### src/verilog/ccd_regs.svh
`ifndef CCD_REGS_SVH
`define CCD_REGS_SVH
// ----------------------------------------
// Opcode patterns
// ----------------------------------------
`define CCD_OP_CLRACC   14'h0140
`define CCD_OP_WDCLR    14'h0004
`define CCD_OPC_COMP    6'h09
`define CCD_OPC_DEC     6'h03
`define CCD_OPC_DECSKIP 6'h0b
// ----------------------------------------
// Field positions and limits
// ----------------------------------------
`define CCD_OPC_MSB     13
`define CCD_OPC_LSB     8
`define CCD_DEST_BIT    7
`define CCD_FILE_MAX    7'h5f
`define CCD_ZERO_BYTE   8'h00
// ----------------------------------------
// Reset values
// ----------------------------------------
`define CCD_BYTE_RESET  8'h00
`define CCD_ADDR_RESET  7'h00
`define CCD_FLAG_RESET  1'b1
`endif

### src/verilog/ccd_pkg.sv
package ccd_pkg;
  typedef enum logic [5:0] {
    CCD_NONE    = 6'h01,
    CCD_CLRACC  = 6'h02,
    CCD_WDCLR   = 6'h04,
    CCD_COMP    = 6'h08,
    CCD_DEC     = 6'h10,
    CCD_DECSKIP = 6'h20
  } ccd_op_type;
endpackage

### src/verilog/ccd_decode.sv
`timescale 1ns/1ps
`include "ccd_regs.svh"
module ccd_decode (
  input  wire logic [13:0]        instr,
  output ccd_pkg::ccd_op_type     op,
  output logic                    operandOk
);
  import ccd_pkg::*;
  // Classify the instruction word
  always_comb begin
    op = CCD_NONE;
    if (instr == `CCD_OP_CLRACC) begin
      op = CCD_CLRACC;
    end else if (instr == `CCD_OP_WDCLR) begin
      op = CCD_WDCLR;
    end else if (instr[`CCD_OPC_MSB:`CCD_OPC_LSB] == `CCD_OPC_COMP) begin
      op = CCD_COMP;
    end else if (instr[`CCD_OPC_MSB:`CCD_OPC_LSB] == `CCD_OPC_DEC) begin
      op = CCD_DEC;
    end else if (instr[`CCD_OPC_MSB:`CCD_OPC_LSB] == `CCD_OPC_DECSKIP) begin
      op = CCD_DECSKIP;
    end
  end
  // File address within the data memory range
  assign operandOk = (instr[6:0] <= `CCD_FILE_MAX);
endmodule // ccd_decode

### src/verilog/ccd_exec.sv
`timescale 1ns/1ps
`include "ccd_regs.svh"
module ccd_exec #(
  parameter int DATA_WIDTH = 8
) (
  input  wire logic                  clk,
  input  wire logic                  resetn,
  input  wire logic                  instrValid,
  input  wire logic [13:0]           instr,
  input  wire logic [DATA_WIDTH-1:0] fileData,
  output logic      [DATA_WIDTH-1:0] accumulator,
  output logic                       zeroFlag,
  output logic                       timeOutFlag,
  output logic                       powerDownFlag,
  output logic                       watchdogClear,
  output logic                       fileWrite,
  output logic      [6:0]            fileAddr,
  output logic      [DATA_WIDTH-1:0] fileWriteData,
  output logic                       skipNext,
  output logic                       operandError
);
  import ccd_pkg::*;

  // ----------------------------------------
  // Parameter check
  // ----------------------------------------
  // Datapath width is fixed by the opcode format
  if (DATA_WIDTH != 8) begin : g_width_check
    $error("ccd_exec serves only an 8-bit datapath");
  end

  // ----------------------------------------
  // Decode
  // ----------------------------------------
  ccd_op_type op;
  logic       operandOk;
  ccd_decode u_decode (
    .instr     (instr),
    .op        (op),
    .operandOk (operandOk)
  );

  function automatic logic isZero(input logic [DATA_WIDTH-1:0] v);
    return v == `CCD_ZERO_BYTE;
  endfunction

  logic                  dest;
  logic                  fileOp;
  logic                  squash;
  logic                  active;
  logic                  skipHit;
  logic [DATA_WIDTH-1:0] result;
  assign dest   = instr[`CCD_DEST_BIT];
  assign fileOp = (op == CCD_COMP) || (op == CCD_DEC) || (op == CCD_DECSKIP);
  // Squashed slot executes as no-operation
  assign active = instrValid && !squash;
  // Decrement-and-skip landed on zero
  assign skipHit = active && op == CCD_DECSKIP && operandOk && isZero(result);

  // Result of the file operations
  always_comb begin
    result = fileData - 8'h01;
    if (op == CCD_COMP) begin
      result = ~fileData;
    end
  end

  // ----------------------------------------
  // Accumulator and zero flag
  // ----------------------------------------
  // Accumulator load
  always_ff @(posedge clk or negedge resetn) begin
    if (!resetn) begin
      accumulator <= `CCD_BYTE_RESET;
    end else if (active && op == CCD_CLRACC) begin
      accumulator <= `CCD_ZERO_BYTE;
    end else if (active && fileOp && operandOk && !dest) begin
      accumulator <= result;
    end
  end

  // Zero flag, untouched by decrement-and-skip
  always_ff @(posedge clk or negedge resetn) begin
    if (!resetn) begin
      zeroFlag <= 1'b0;
    end else if (active && op == CCD_CLRACC) begin
      zeroFlag <= 1'b1;
    end else if (active && operandOk && (op == CCD_COMP || op == CCD_DEC)) begin
      zeroFlag <= isZero(result);
    end
  end

  // ----------------------------------------
  // Watchdog service
  // ----------------------------------------
  // Clear pulse and status flags
  always_ff @(posedge clk or negedge resetn) begin
    if (!resetn) begin
      watchdogClear <= 1'b0;
      timeOutFlag   <= `CCD_FLAG_RESET;
      powerDownFlag <= `CCD_FLAG_RESET;
    end else begin
      watchdogClear <= active && op == CCD_WDCLR;
      if (active && op == CCD_WDCLR) begin
        timeOutFlag   <= 1'b1;
        powerDownFlag <= 1'b1;
      end
    end
  end

  // ----------------------------------------
  // File write-back and skip
  // ----------------------------------------
  // Write port to the register file
  always_ff @(posedge clk or negedge resetn) begin
    if (!resetn) begin
      fileWrite     <= 1'b0;
      fileAddr      <= `CCD_ADDR_RESET;
      fileWriteData <= `CCD_BYTE_RESET;
    end else begin
      fileWrite     <= active && fileOp && operandOk && dest;
      fileAddr      <= instr[6:0];
      fileWriteData <= result;
    end
  end

  // Skip marker for the following slot
  always_ff @(posedge clk or negedge resetn) begin
    if (!resetn) begin
      squash   <= 1'b0;
      skipNext <= 1'b0;
    end else begin
      if (instrValid) begin
        squash <= skipHit;
      end
      skipNext <= skipHit;
    end
  end

  // Out-of-range file operand
  always_ff @(posedge clk or negedge resetn) begin
    if (!resetn) begin
      operandError <= 1'b0;
    end else begin
      operandError <= active && fileOp && !operandOk;
    end
  end

  // ----------------------------------------
  // Checks
  // ----------------------------------------
  // Clear accumulator leaves zero and a set flag
  chk_clracc_zero: assert property (@(posedge clk) disable iff (!resetn)
    (instrValid && !squash && instr == `CCD_OP_CLRACC) |=> (accumulator == 8'h00 && zeroFlag))
    else $error("clear accumulator failed");
  // Clear accumulator never touches the file
  chk_clracc_nowrite: assert property (@(posedge clk) disable iff (!resetn)
    (instrValid && !squash && instr == `CCD_OP_CLRACC) |=> (!fileWrite && !operandError))
    else $error("clear accumulator wrote file");
  // Watchdog service pulse and status flags
  chk_wdclr_flags: assert property (@(posedge clk) disable iff (!resetn)
    (instrValid && !squash && instr == `CCD_OP_WDCLR) |=> (watchdogClear && timeOutFlag && powerDownFlag))
    else $error("watchdog clear failed");
  // No clear pulse without the opcode
  chk_wdclr_quiet: assert property (@(posedge clk) disable iff (!resetn)
    !(instrValid && !squash && instr == `CCD_OP_WDCLR) |=> !watchdogClear)
    else $error("spurious watchdog clear");
  // Complement written back
  chk_comp_value: assert property (@(posedge clk) disable iff (!resetn)
    (active && op == CCD_COMP && operandOk && dest) |=> (fileWriteData == ~$past(fileData)))
    else $error("complement value wrong");
  // Complement zero flag follows an all-ones operand
  chk_comp_zero: assert property (@(posedge clk) disable iff (!resetn)
    (active && op == CCD_COMP && operandOk) |=> (zeroFlag == ($past(fileData) == 8'hff)))
    else $error("complement zero flag wrong");
  // Accumulator destination leaves the file alone
  chk_dest_acc: assert property (@(posedge clk) disable iff (!resetn)
    (active && fileOp && operandOk && !dest) |=> (!fileWrite && accumulator == $past(result)))
    else $error("accumulator destination wrong");
  // File destination keeps the accumulator
  chk_dest_file: assert property (@(posedge clk) disable iff (!resetn)
    (active && fileOp && operandOk && dest) |=>
      (fileWrite && fileAddr == $past(instr[6:0]) && $stable(accumulator)))
    else $error("file destination wrong");
  // Decrement written back
  chk_dec_value: assert property (@(posedge clk) disable iff (!resetn)
    (active && op == CCD_DEC && operandOk && dest) |=> (fileWrite && fileWriteData == $past(fileData) - 8'h01))
    else $error("decrement value wrong");
  // Skip decrement leaves the zero flag alone
  chk_skip_noflag: assert property (@(posedge clk) disable iff (!resetn)
    (active && op == CCD_DECSKIP) |=> $stable(zeroFlag))
    else $error("skip decrement touched flag");
  // Zero result squashes the next slot
  chk_skip_squash: assert property (@(posedge clk) disable iff (!resetn)
    (active && op == CCD_DECSKIP && operandOk && fileData == 8'h01) |=> (skipNext && squash))
    else $error("skip not taken");
  // Nonzero result runs on without a skip
  chk_skip_nonzero: assert property (@(posedge clk) disable iff (!resetn)
    (active && op == CCD_DECSKIP && operandOk && fileData != 8'h01) |=> !skipNext)
    else $error("skip taken on nonzero");
  // Squashed slot has no effect at all
  chk_squash_noop: assert property (@(posedge clk) disable iff (!resetn)
    (instrValid && squash) |=>
      (!fileWrite && !watchdogClear && !operandError && $stable(accumulator) && $stable(zeroFlag)))
    else $error("squashed slot executed");
  // Writes stay inside the data memory
  chk_range_write: assert property (@(posedge clk) disable iff (!resetn)
    fileWrite |-> (fileAddr <= `CCD_FILE_MAX))
    else $error("write outside file range");
  // Out-of-range operand is refused
  chk_range_error: assert property (@(posedge clk) disable iff (!resetn)
    (active && fileOp && !operandOk) |=> (operandError && !fileWrite && $stable(accumulator)))
    else $error("out-of-range operand executed");
  // Decrement zero flag
  chk_zero_flag: assert property (@(posedge clk) disable iff (!resetn)
    (active && op == CCD_DEC && operandOk) |=> (zeroFlag == ($past(fileData) == 8'h01)))
    else $error("zero flag wrong");
endmodule // ccd_exec

### config.mk
export PLATFORM = sky130hd
export DESIGN_NAME = ccd_exec
export DESIGN_NICKNAME = d
export VERILOG_FILES = /design/src/verilog/ccd_pkg.sv /design/src/verilog/ccd_decode.sv /design/src/verilog/ccd_exec.sv
export VERILOG_INCLUDE_DIRS = /design/src /design/src/verilog
export SDC_FILE = /design/constraint.sdc
export NUM_CORES = 1
export LEC_CHECK = 0
export BUFFER_PORTS_ARGS = -buffer_cell sky130_fd_sc_hd__buf_4
export CAP_MARGIN = 0
export CORE_ASPECT_RATIO = 0.8
export CORE_UTILIZATION = 43
export CTS_CLUSTER_DIAMETER = 150
export CTS_CLUSTER_SIZE = 16
export DETAILED_ROUTE_END_ITERATION = 16
export PLACE_DENSITY = 0.75
export SYNTH_ARGS = -nofsm -noshare
export SYNTH_HDL_FRONTEND = slang
export SYNTH_SLANG_ARGS = --single-unit
### constraint.sdc
create_clock -name clk -period 1.5 [get_ports clk]
set_input_delay 0.225 -clock clk [delete_from_list [all_inputs] [get_ports clk]]
set_output_delay 0.225 -clock clk [all_outputs]
set_load 0.01 [all_outputs]
# Yosys cells after proc, flatten, opt, wreduce, memory -nomap -nowiden
# Index checks and enable logic that the tools add are counted.
[totals]
regBits = 29
in_bits = 25
out_inout_bits = 30
word_cells = 53
[op_classes]
n_addsub = 1
magnitude_cmp = 1
eq_ne = 10
mux = 10
n_bitwise = 1
n_reduce_logical = 21
[op_table]
columns = ["op", "count"]
rows = [
  ["$mux 6", 5],
  ["$mux 8", 3],
  ["$eq 6x4->1 const B", 3],
  ["$eq 14x3->1 const B", 1],
  ["$eq 14x9->1 const B", 1],
  ["$logic_and 1x1->1", 13],
  ["$eq 6x2->1 const B", 2],
  ["$logic_not 8->1", 1],
  ["$not 8->8", 1],
  ["$sub 8x1->8 const B", 1],
  ["$le 7x7->1 const B", 1],
  ["$eq 6x3->1 const B", 1],
  ["$eq 6x5->1 const B", 1],
  ["$eq 6x6->1 const B", 1],
  ["$reduce_bool 2->1", 2],
  ["$logic_not 1->1", 3],
  ["$logic_or 1x1->1", 2],
  ["$mux 1", 2],
]

# Logic depth before layout (Yosys ltp)
# Gate-level depths: netlist of run 1.
[logic_depth]
depth_word = 14
ltp_mapped = 8
ltp_nobuf = 8

# By module
# From an unflattened synthesis of run 1, not the netlist that was laid out.
[hier_totals]
cells_unflattened = 146
hier_area_um2 = 1461.4
[modules_own_cells]
columns = ["module", "n_inst", "cells_each", "area_each_um2", "seq_area_each_um2"]
rows = [
  ["ccd_exec", 1, 128, 1316.3, 725.7],
  ["ccd_decode", 1, 18, 145.1, 0.0],
]

# Least setup slack after synthesis of run 1
# Ideal clock, no wire load.
[synth_timing]
path_kind = "input to register"
from = "input fileData[1]"
to = "register zeroFlag"
setup_ps = 101
arrival_ps = 2182
t_required_ps = 1399
setup_slack_ps = -782
path_stages = 8
n_path_buf = 0
cell_sequence = "inv_1 -> ha_1 -> or3b_1 -> o32ai_1 -> xnor2_1 -> nand3b_1 -> or4_1 -> o311ai_2"
[synth_between]
elab_chain_len = 5
word_cells_on_any_way = 6
cone_classes = "1 x add/sub; 3 x mux; 1 x bitwise; 1 x reduce/logical"
[synth_lines]
columns = ["element", "line_no", "text"]
rows = [
  ["start: declaration", "ccd_exec.sv:10", "input wire logic [DATA_WIDTH-1:0] fileData,"],
  ["$sub 8x1->8 or $not 8->8 (tied branches)", "ccd_exec.sv:62, ccd_exec.sv:64", ""],
  ["$mux 8 *", "ccd_exec.sv:63", "if (op == CCD_COMP) begin"],
  ["$logic_not 8->1 (no source line) *", "-", ""],
  ["$mux 1 *", "ccd_exec.sv:88", "end else if (active && operandOk && (op == CCD_COMP || op == CCD_DEC)) begin"],
  ["$mux 1 *", "ccd_exec.sv:86", "end else if (active && op == CCD_CLRACC) begin"],
  ["end signal: assignment", "ccd_exec.sv:89", "zeroFlag <= isZero(result);"],
  ["end: declaration", "ccd_exec.sv:12", "output logic zeroFlag,"],
]
# Mark *: on every way between the ends. The rest lies on a longest branch, timed or not. The select of a mux whose other input is x is not followed.
# A chain may end at the register's enable or synchronous reset.

# Worst setup path after layout of run 1
[layout_timing]
from = "input fileData[0]"
to = "register zeroFlag"
[layout_between]
elab_chain_len = 5
word_cells_on_any_way = 6
cone_classes = "1 x add/sub; 3 x mux; 1 x bitwise; 1 x reduce/logical"
[layout_lines]
columns = ["element", "line_no", "text"]
rows = [
  ["$sub 8x1->8", "ccd_exec.sv:62", "result = fileData - 8'h01;"],
  ["$mux 8", "ccd_exec.sv:63", ""],
  ["via result[7]", "ccd_exec.sv:52", "logic [DATA_WIDTH-1:0] result;"],
  ["$logic_not 8->1 (no source line)", "-", ""],
  ["$mux 1", "ccd_exec.sv:88", ""],
  ["$mux 1", "ccd_exec.sv:86", ""],
]
# The timed path passes the listed nets, and every way through them passes these cells. The select of a mux whose other input is x is not followed.

==> impl_metrics.csv, run 1 <==
group,metric,value,unit
placement,port_buffers,52,
synthesis,synth_top_cell_by_area,"dfrtp_1",
cts,cts-buffers-inserted,5,
placement,gp_congestion,0.8387,
setup_path,cp-start-kind,"input port",
route,vias_per_cell,5.023,
synthesis,synthTopCellsByArea,"dfrtp_1 (52%), nand2_1 (4.9%), o21ai_1 (2.9%), xnor2_1 (2.5%), nor3_4 (2.3%)",
hold_path,holdCritPathClass,"in -> reg",
route,dr.pass1.iters,4,
placement,place_hpwl,2829,µm
synthesis,synth-edff-count,0,
route,remaining_drc_errors,0,
global_route,track_usage,26.02,%
route,final_antenna_net_count,0,
placement,placed_cell_area,0.002069,mm²
cts,clock_path_buffers,2,
sta,final.min_clock_period,1.930,ns
setup_path,path_max_fanout,3,
synthesis,synth_top_area_share,52.35,%
synthesis,ys_types,43,
die,dieArea,0.003456,mm²
pwr,power_switching,535.1,µW
synthesis,ys_ff_latch,29,
die,initial_core_util,44.93,%
outcome,status,"complete, but fails checks",
setup_path,crit_arrival,2.11,ns
final_layout,drive_gt1_share,63.13,%
cts,clock-sinks,29,
outcome,violations,"setup timing",
synthesis,synth_most_common_cell,"dfrtp_1",
global_route,overflow,0,
die,die_h,52.79,µm
sta,fin_crit_sh,128.6,%
synthesis,synthArstFlopShare,100.0,%
synthesis,syn_inst,121,
sta,tns,-2.132,ns
setup_path,required,1.68,ns
sta,setup_ws,-0.4296,ns
sta,setup_viol,12,
pwr,p_per_area,856.1,mW/mm²
route,vias,1291,
pwr,internal_power,1.516,mW
route,drt-initial-drc-count,54,
pwr,p_leak,1.178,nW
cts,cts_tree,"yes",
global_route,grt_pass1_vias,1319,
global_route,grt_pass1_wl,6292,µm
cts,h-tree-depth,2,
cts,clk_pin_slew,0.06,ns
sta,fin_skew,0.004445,ns
final_layout,syn_to_final_growth,72.83,%
synthesis,ys.flop_type,"dfrtp_1",
sta,finalHoldViolations,0,
hold_path,whs_path_depth,1,
die,io_pins,55,
sta,rsz0062_at_grt,"yes",
global_route,grt_max_degree,30,
pwr,p_seq_share,42.8,%
final_layout,final_area,0.002396,mm²
final_layout,fin_nets,242,
cts,ctsRootBufferMaster,"clkbuf_8",
setup_path,end_kind,"register",
pwr,power_frac_comb,23.2,%
die,coreArea,0.003085,mm²
die,rows,18,
synthesis,ys_warn_count,0,
run,cap_violations,0,
cts,clk_latency,0.27,ns
sta,drv_slew,0,
synthesis,synthTopCellsByCount,"dfrtp_1 (29), nand2_1 (18), o21ai_1 (8)",
synthesis,yosysSeqAreaShare,52.35,%
synthesis,netlist_area,0.001386,mm²
route,wl_per_cell,15.71,µm
setup_path,crit_type,"in -> reg",
pwr,total_power,2.051,mW
pwr,pwr-share-clk,33.9,%
global_route,antenna_found_initial,0,
sta,max_freq,0.5182,GHz
die,die_w,65.48,µm
setup_path,r2r_cells,4,
pwr,ir_drop,448.9,µV
route,drt_wl_total,4037,µm
synthesis,synth_area_per_cell,11.46,µm²
final_layout,n_antenna_cell,0,
pwr,swShare,26.08,%
registers in the layout, indices dropped and copies added, names as in the netlist:
name,count
fileWriteData,8
fileAddr,7
zeroFlag,1
accumulator,8
fileWrite,1
watchdogClear,1
operandError,1
skipNext,1
squash,1
per-layer routing:
metal | GRT usage [%] | vias up | wire length (µm)
met4 | 11.23 | 0 | 88
li1 | - | 614 | -
met1 | 29.42 | 608 | 1602
met5 | 0 | - | 0
met2 | 47.77 | 57 | 2145
met3 | 5.217 | 12 | 200
placed cells by master (no fill, tap or decap), drive strengths merged, types with 2 or more instances in the layout:
| cell | n |
|---|---|
| a21oi | 2 |
| buf | 92 |
| clkbuf | 7 |
| conb | 2 |
| dfrtp | 29 |
| inv | 5 |
| mux2i | 2 |
| nand2 | 18 |
| nand3b | 2 |
| nor2 | 7 |
| nor3 | 5 |
| nor3b | 2 |
| nor4 | 3 |
| o21ai | 10 |
| o21ba | 2 |
| or3 | 3 |
| or4 | 3 |
| xnor2 | 4 |
| xor2 | 3 |
final cells by class:
type,instances,area (µm²)
flip-flops and latches,29,725.7
repair buffers,93,750.7
clock inverters,1,5.005
clock buffers,7,96.34
well taps,40,50.05
fillers,197,689.4
multi-input cells,82,742.0
inverters,5,26.28
cells by family (layout without fill, tap and decap cells):
logic type,after synthesis,in the layout,synth area share [%]
DFF,29,29,52.35
buffers and inverters,12,106,5.234
xor gates and xnor gates,7,7,4.422
and+or+nand+nor,47,48,21.66
other,1,2,0.2705
muxes,2,2,1.444
AOI/OAI and AO/OA,22,22,13.72
adders and majority gates,1,1,0.9024
power groups by stage:
stage | registers (mW) | logic [mW] | clock network [mW]
floorplan | 0.915 | 0.125 | 0
global placement | 0.882 | 0.401 | 0
detailed placement | 0.889 | 0.413 | 0
CTS | 0.879 | 0.449 | 0.708
global route | 0.886 | 0.515 | 0.747
finish | 0.879 | 0.476 | 0.696
worst paths after layout:
path | endpoint | startpoint | slack (ns)
max in group asynchronous | accumulator[5]$_DFFE_PN0P_ | resetn | 0.81
setup reg to reg | accumulator[6]$_DFFE_PN0P_ | squash$_DFFE_PN0P_ | -0.16
setup / recovery | zeroFlag$_DFFE_PN0P_ | fileData[0] | -0.43
min in group asynchronous | squash$_DFFE_PN0P_ | resetn | 0.41
hold / removal | fileAddr[1]$_DFF_PN0_ | instr[1] | 0.07
hold reg to reg | accumulator[5]$_DFFE_PN0P_ | accumulator[5]$_DFFE_PN0P_ | 0.53
worst max-delay path: stages:
cell and delay, ns:
buf_8 0.10, buf_6 0.10, or4_4 0.52, o41ai_4 0.23, xor2_1 0.13, or4_1 0.56
o311ai_2 0.23
what timing repair did:
action | in CTS | in global routing
setup buffers | 3 | 7
resized for setup | 24 | 9
hold endpoints to repair | 29 | 0
endpoints found under the setup margin | 11 | 14
pin swaps | 15 | 7
hold buffers | 1 | 0
gates cloned | 1 | 0
stage by stage:
step	hold WS [ns]	setup WS, ns	cells	utilization (%)
after detailed placement	0.1637	-0.7848	240	67.07
after global placement	0.1576	-0.7048	240	67.07
after floorplan	-0.07059	-0.6048	122	-
final	0.06508	-0.4296	257	77.66
after CTS	0.06227	-0.4258	253	75.14
after global routing	0.05373	-0.4755	257	77.66
Power figures use the tool's default switching activity.
==> run 2, diff against run 1 <==
- CORE_UTILIZATION: 43 -> 45
- CTS_BUF_LIST: unset -> sky130_fd_sc_hd__clkbuf_8
- PLACE_DENSITY: 0.75 -> 0.78
==> impl_metrics.csv, run 2 (synthesized netlist as in run 1, its figures left out) <==
group,metric,value,unit
route,remaining_drc_errors,0,
sta,worst_hold_slack,0.06477,ns
setup_path,cp-start-kind,"input port",
run,cap_violations,0,
die,initial_core_util,48.64,%
die,coreArea,0.002850,mm²
route,wl_per_cell,20.83,µm
global_route,grt_max_degree,30,
cts,clk_pin_slew,0.06,ns
global_route,track_usage,30.95,%
final_layout,fin_nets,247,
setup_path,end_kind,"register",
final_layout,syn_to_final_growth,79.87,%
die,die_h,51.65,µm
placement,place_hpwl,2747,µm
global_route,met2_usage,53.72,%
global_route,use_met1,35.74,%
placement,port_buffers,52,
sta,finalHoldViolations,0,
setup_path,crit_arrival,2.18,ns
cts,clk_latency,0.28,ns
outcome,violations,"setup timing",
sta,fin_skew,0.007090,ns
global_route,overflow,0,
die,io_pins,55,
pwr,p_per_area,819.5,mW/mm²
outcome,status,"complete, but fails checks",
sta,max_freq,0.5028,GHz
final_layout,layout_common_cells,"buf_4 (84), dfrtp_1 (29), buf_6 (9)",
pwr,ir_drop,427.0,µV
sta,final.min_clock_period,1.989,ns
global_route,met3_usage,5.044,%
final_layout,final_common_cell,"buf_4",
die,die_w,64.06,µm
die,rows,17,
route,dr.pass1.iters,4,
pwr,p_leak,1.251,nW
hold_path,holdCritPathClass,"in -> reg",
route,drt_wl_total,5416,µm
sta,worst_pin_slew,0.4922,ns
cts,ctsRootBufferMaster,"clkbuf_8",
cts,clock-sinks,29,
setup_path,required,1.69,ns
global_route,grt_pass1_vias,1420,
route,vias,1435,
cts,h-tree-depth,2,
cts,clock_path_buffers,2,
sta,drv_slew,0,
cts,cts-buffers-inserted,5,
route,drt-initial-drc-count,130,
global_route,grt_pass1_wl,7348,µm
final_layout,fillCellCount,125,
global_route,antenna_found_initial,0,
route,final_antenna_net_count,0,
setup_path,crit_type,"in -> reg",
final_layout,drive_gt1_share,69.82,%
sta,relSlewSlack,66.88,%
sta,rsz0062_at_grt,"yes",
sta,fin_crit_sh,132.6,%
placement,gp_congestion,0.9411,
final_layout,reg_top3,"accumulator x8, fileWriteData x8, fileAddr x7",
sta,setup_viol,12,
route,vias_per_cell,5.519,
setup_path,path_max_fanout,3,
die,dieArea,0.003308,mm²
final_layout,n_antenna_cell,0,
cts,cts_tree,"yes",
sta,tns,-2.828,ns
global_route,top_usage_layer,"met2",
sta,setup_ws,-0.4888,ns
-- run 2: cell type report --
| class | count | area, µm² | area share, % |
|---|---|---|---|
| repair buffers | 98 | 822.0 | 32.97 |
| multi-input cells | 82 | 792.0 | 31.76 |
| flip-flops and latches | 29 | 725.7 | 29.10 |
| clock buffers | 5 | 68.82 | 2.760 |
| well taps | 38 | 47.55 | 1.907 |
| inverters | 5 | 23.77 | 0.9533 |
| clock inverters | 3 | 13.76 | 0.5519 |
-- run 2: layer usage --
layer	wire [µm]	vias up
li1	-	620
met1	2119	712
met2	2725	78
met3	265	25
met4	306	0
met5	0	-
-- run 2: worst paths after layout --
kind                                            startpoint                          to  slack [ns]  cells after the start
worst min-delay path                              instr[1]       fileAddr[1]$_DFF_PN0_        0.06                      1
max in group asynchronous                           resetn  accumulator[0]$_DFFE_PN0P_        0.80                      2
worst min register to register  accumulator[1]$_DFFE_PN0P_  accumulator[1]$_DFFE_PN0P_        0.56                      2
worst max-delay path                           fileData[0]        zeroFlag$_DFFE_PN0P_       -0.49                      7
min in group asynchronous                           resetn  fileWriteData[4]$_DFF_PN0_        0.41                      2
worst max register to register          squash$_DFFE_PN0P_          squash$_DFFE_PN0P_       -0.23                      5
-- run 2: report_power, final --
group	internal [mW]	switching (mW)
registers	0.844	0.0392
logic	0.278	0.253
clock network	0.314	0.315
-- run 2: metrics by stage --
stage / area (µm²) / total power, mW / utilization (%) / worst slack (ns) / cells
6_report: 2494 / 2.044 / 87.49 / -0.4888 / 260
4_1_cts: 2350 / 1.947 / 82.44 / -0.4489 / 256
5_1_grt: 2494 / 2.103 / 87.49 / -0.5374 / 260
3_3_place_gp: 2087 / 1.286 / 73.22 / -0.7190 / 239
2_1_floorplan: 1436 / 1.040 / - / -0.6048 / 122
3_5_place_dp: 2087 / 1.301 / 73.22 / -0.8551 / 239
-- run 2: worst max-delay path: stages --
cell	delay, ns
buf_8	0.10
buf_6	0.10
or4_4	0.52
o41ai_4	0.29
xor2_1	0.16
or4_4	0.56
o311ai_2	0.21
-- run 2: timing repair --
| item | 4_1_cts | 5_1_grt |
|---|---|---|
| hold endpoints to repair | 29 | 0 |
| resized for setup | 24 | 23 |
| pin swaps | 18 | 13 |
| setup endpoints to repair | 12 | 13 |
| hold buffers | 1 | 0 |
| setup buffers | 9 | 5 |
| cloned | 1 | 1 |
==> run 3, diff against run 2 <==
- CORE_UTILIZATION: 45 -> 50
- PLACE_DENSITY: 0.78 -> 0.82
- clock period: 1.5 -> 2.2 ns (I/O delays scaled with it)
==> impl_metrics.csv, run 3 (synthesized netlist as in run 1, its figures left out) <==
group,metric,value,unit
setup_path,r2r_cells,5,
final_layout,layout_common_cells,"buf_4 (71), dfrtp_1 (29), nand2_1 (18)",
hold_path,whs_path_depth,1,
final_layout,fin_nets,221,
die,initial_core_util,54.53,%
global_route,grt_max_degree,30,
final_layout,n_antenna_cell,0,
sta,setup_ws,0.07015,ns
cts,cts_resized,0,
final_layout,drive_gt1_share,52.04,%
setup_path,end_kind,"register",
sta,rsz0062_at_grt,"no",
cts,cts_tree,"yes",
die,coreArea,0.002542,mm²
setup_path,path_max_fanout,3,
die,die_w,60.87,µm
pwr,p_per_area,718.8,mW/mm²
final_layout,fin_cells,232,
cts,clock_path_buffers,2,
cts,ctsRootBufferMaster,"clkbuf_8",
route,final_antenna_net_count,0,
setup_path,crit_end,"zeroFlag$_DFFE_PN0P_",
setup_path,critPathLaunch,"fileData[0]",
cts,clk_pin_slew,0.06,ns
outcome,status,"finished, final reports clean",
global_route,antenna_found_initial,0,
route,dr.pass1.iters,4,
setup_path,path_delay_family,"simple AND/OR/NAND/NOR gates",
die,rows,16,
route,drt-initial-drc-count,38,
final_layout,finalCoreUtilization,82.82,%
setup_path,crit_buf_inv,2,
run,cap_violations,0,
sta,drv_slew,0,
die,io_pins,55,
setup_path,cp-start-kind,"input port",
die,die_h,49.10,µm
placement,dpl_worst_slack,-0.2233,ns
sta,fin_crit_sh,96.81,%
route,wl_per_cell,14.60,µm
setup_path,max_stage_delay,0.43,ns
cts,cts_setup_buffers,0,
die,dieArea,0.002988,mm²
placement,gp_congestion,0.8681,
route,drt_wl_total,3387,µm
final_layout,syn_to_final_growth,51.90,%
setup_path,worstReg2RegEnd,"accumulator[4]$_DFFE_PN0P_",
setup_path,path_cells,"buf_4, inv_2, ha_4, or3b_4, o32ai_2, xnor2_1, nand3b_1, or4_1, o311ai_2",
hold_path,holdCritPathClass,"in -> reg",
cts,clk_latency,0.28,ns
global_route,grt_pass1_wl,5423,µm
placement,place_hpwl,2570,µm
pwr,ir_drop,579.7,µV
route,remaining_drc_errors,0,
final_layout,reg_top3,"accumulator x8, fileWriteData x8, fileAddr x7",
route,vias_per_cell,5.147,
cts,clock-sinks,29,
sta,setup_viol,0,
global_route,overflow,0,
setup_path,crit_type,"in -> reg",
setup_path,cpMaxStageDelayCell,"or4_1",
sta,final.min_clock_period,2.130,ns
setup_path,crit_arrival,2.32,ns
global_route,track_usage,25.80,%
setup_path,required,2.39,ns
setup_path,r2r-start,"squash$_DFFE_PN0P_",
setup_path,path_depth,9,
final_layout,final_common_cell,"buf_4",
sta,fin_skew,0.002398,ns
pwr,p_leak,1.043,nW
setup_path,rrSetupSlack,0.42,ns
placement,port_buffers,52,
sta,max_freq,0.4695,GHz
route,vias,1194,
pwr,total_power,1.514,mW
sta,finalHoldViolations,0,
cts,hold_buffers,1,
placement,dpl.cell_count,223,
cts,h-tree-depth,2,
sta,worst_hold_slack,0.1651,ns
cts,cts-buffers-inserted,5,
global_route,grt_pass1_vias,1172,
run 3: cell count changes in the layout (fill, tap and decap cells not counted), sizes merged:
cell / delta
inv: -1
buf: -24
bufinv: +2
clkinv: -1
or3: -1
clkbuf: -1
run 3: worst min-delay path by stage:
stage	from	endpoint	slack, ns
after global routing	instr[1]	fileAddr[1]$_DFF_PN0_	0.16
after CTS	instr[1]	fileAddr[1]$_DFF_PN0_	0.16
after floorplan	resetn	accumulator[0]$_DFFE_PN0P_	0.03
after detailed placement	resetn	fileWriteData[6]$_DFF_PN0_	0.26
after global placement	resetn	fileAddr[1]$_DFF_PN0_	0.26
final	instr[1]	fileAddr[1]$_DFF_PN0_	0.17
run 3: stage by stage:
stage | setup TNS [ns] | area, µm²
finish | 0 | 2106
floorplan | -0.01017 | 1418
global placement | -0.1243 | 1962
CTS | 0 | 2106
detailed placement | -0.4122 | 1962
global route | 0 | 2106
run 3: area by class of cell:
cell class / instances / area, µm²
tap: 36 / 45.04
sequential: 29 / 725.7
clock buffer: 5 / 68.82
multi-input combinational: 81 / 616.8
clock inverter: 3 / 65.06
inverter: 5 / 21.27
fill: 147 / 436.7
timing repair buffer: 73 / 563.0
run 3: report_power, final:
group          total, mW  internal (mW)  switching [mW]  leakage, nW
Clock              0.652          0.449           0.202       0.0681
Combinational      0.266          0.138           0.128        0.610
Sequential         0.596          0.576          0.0201        0.365
Total               1.51           1.16           0.350         1.04
run 3: metal layers:
metal | global-route usage [%] | vias up | wire length, µm
li1 | - | 568 | -
met1 | 31.88 | 582 | 1470
met2 | 42.67 | 37 | 1726
met3 | 7.162 | 7 | 131
met4 | 9.091 | 0 | 59
met5 | 0 | - | 0
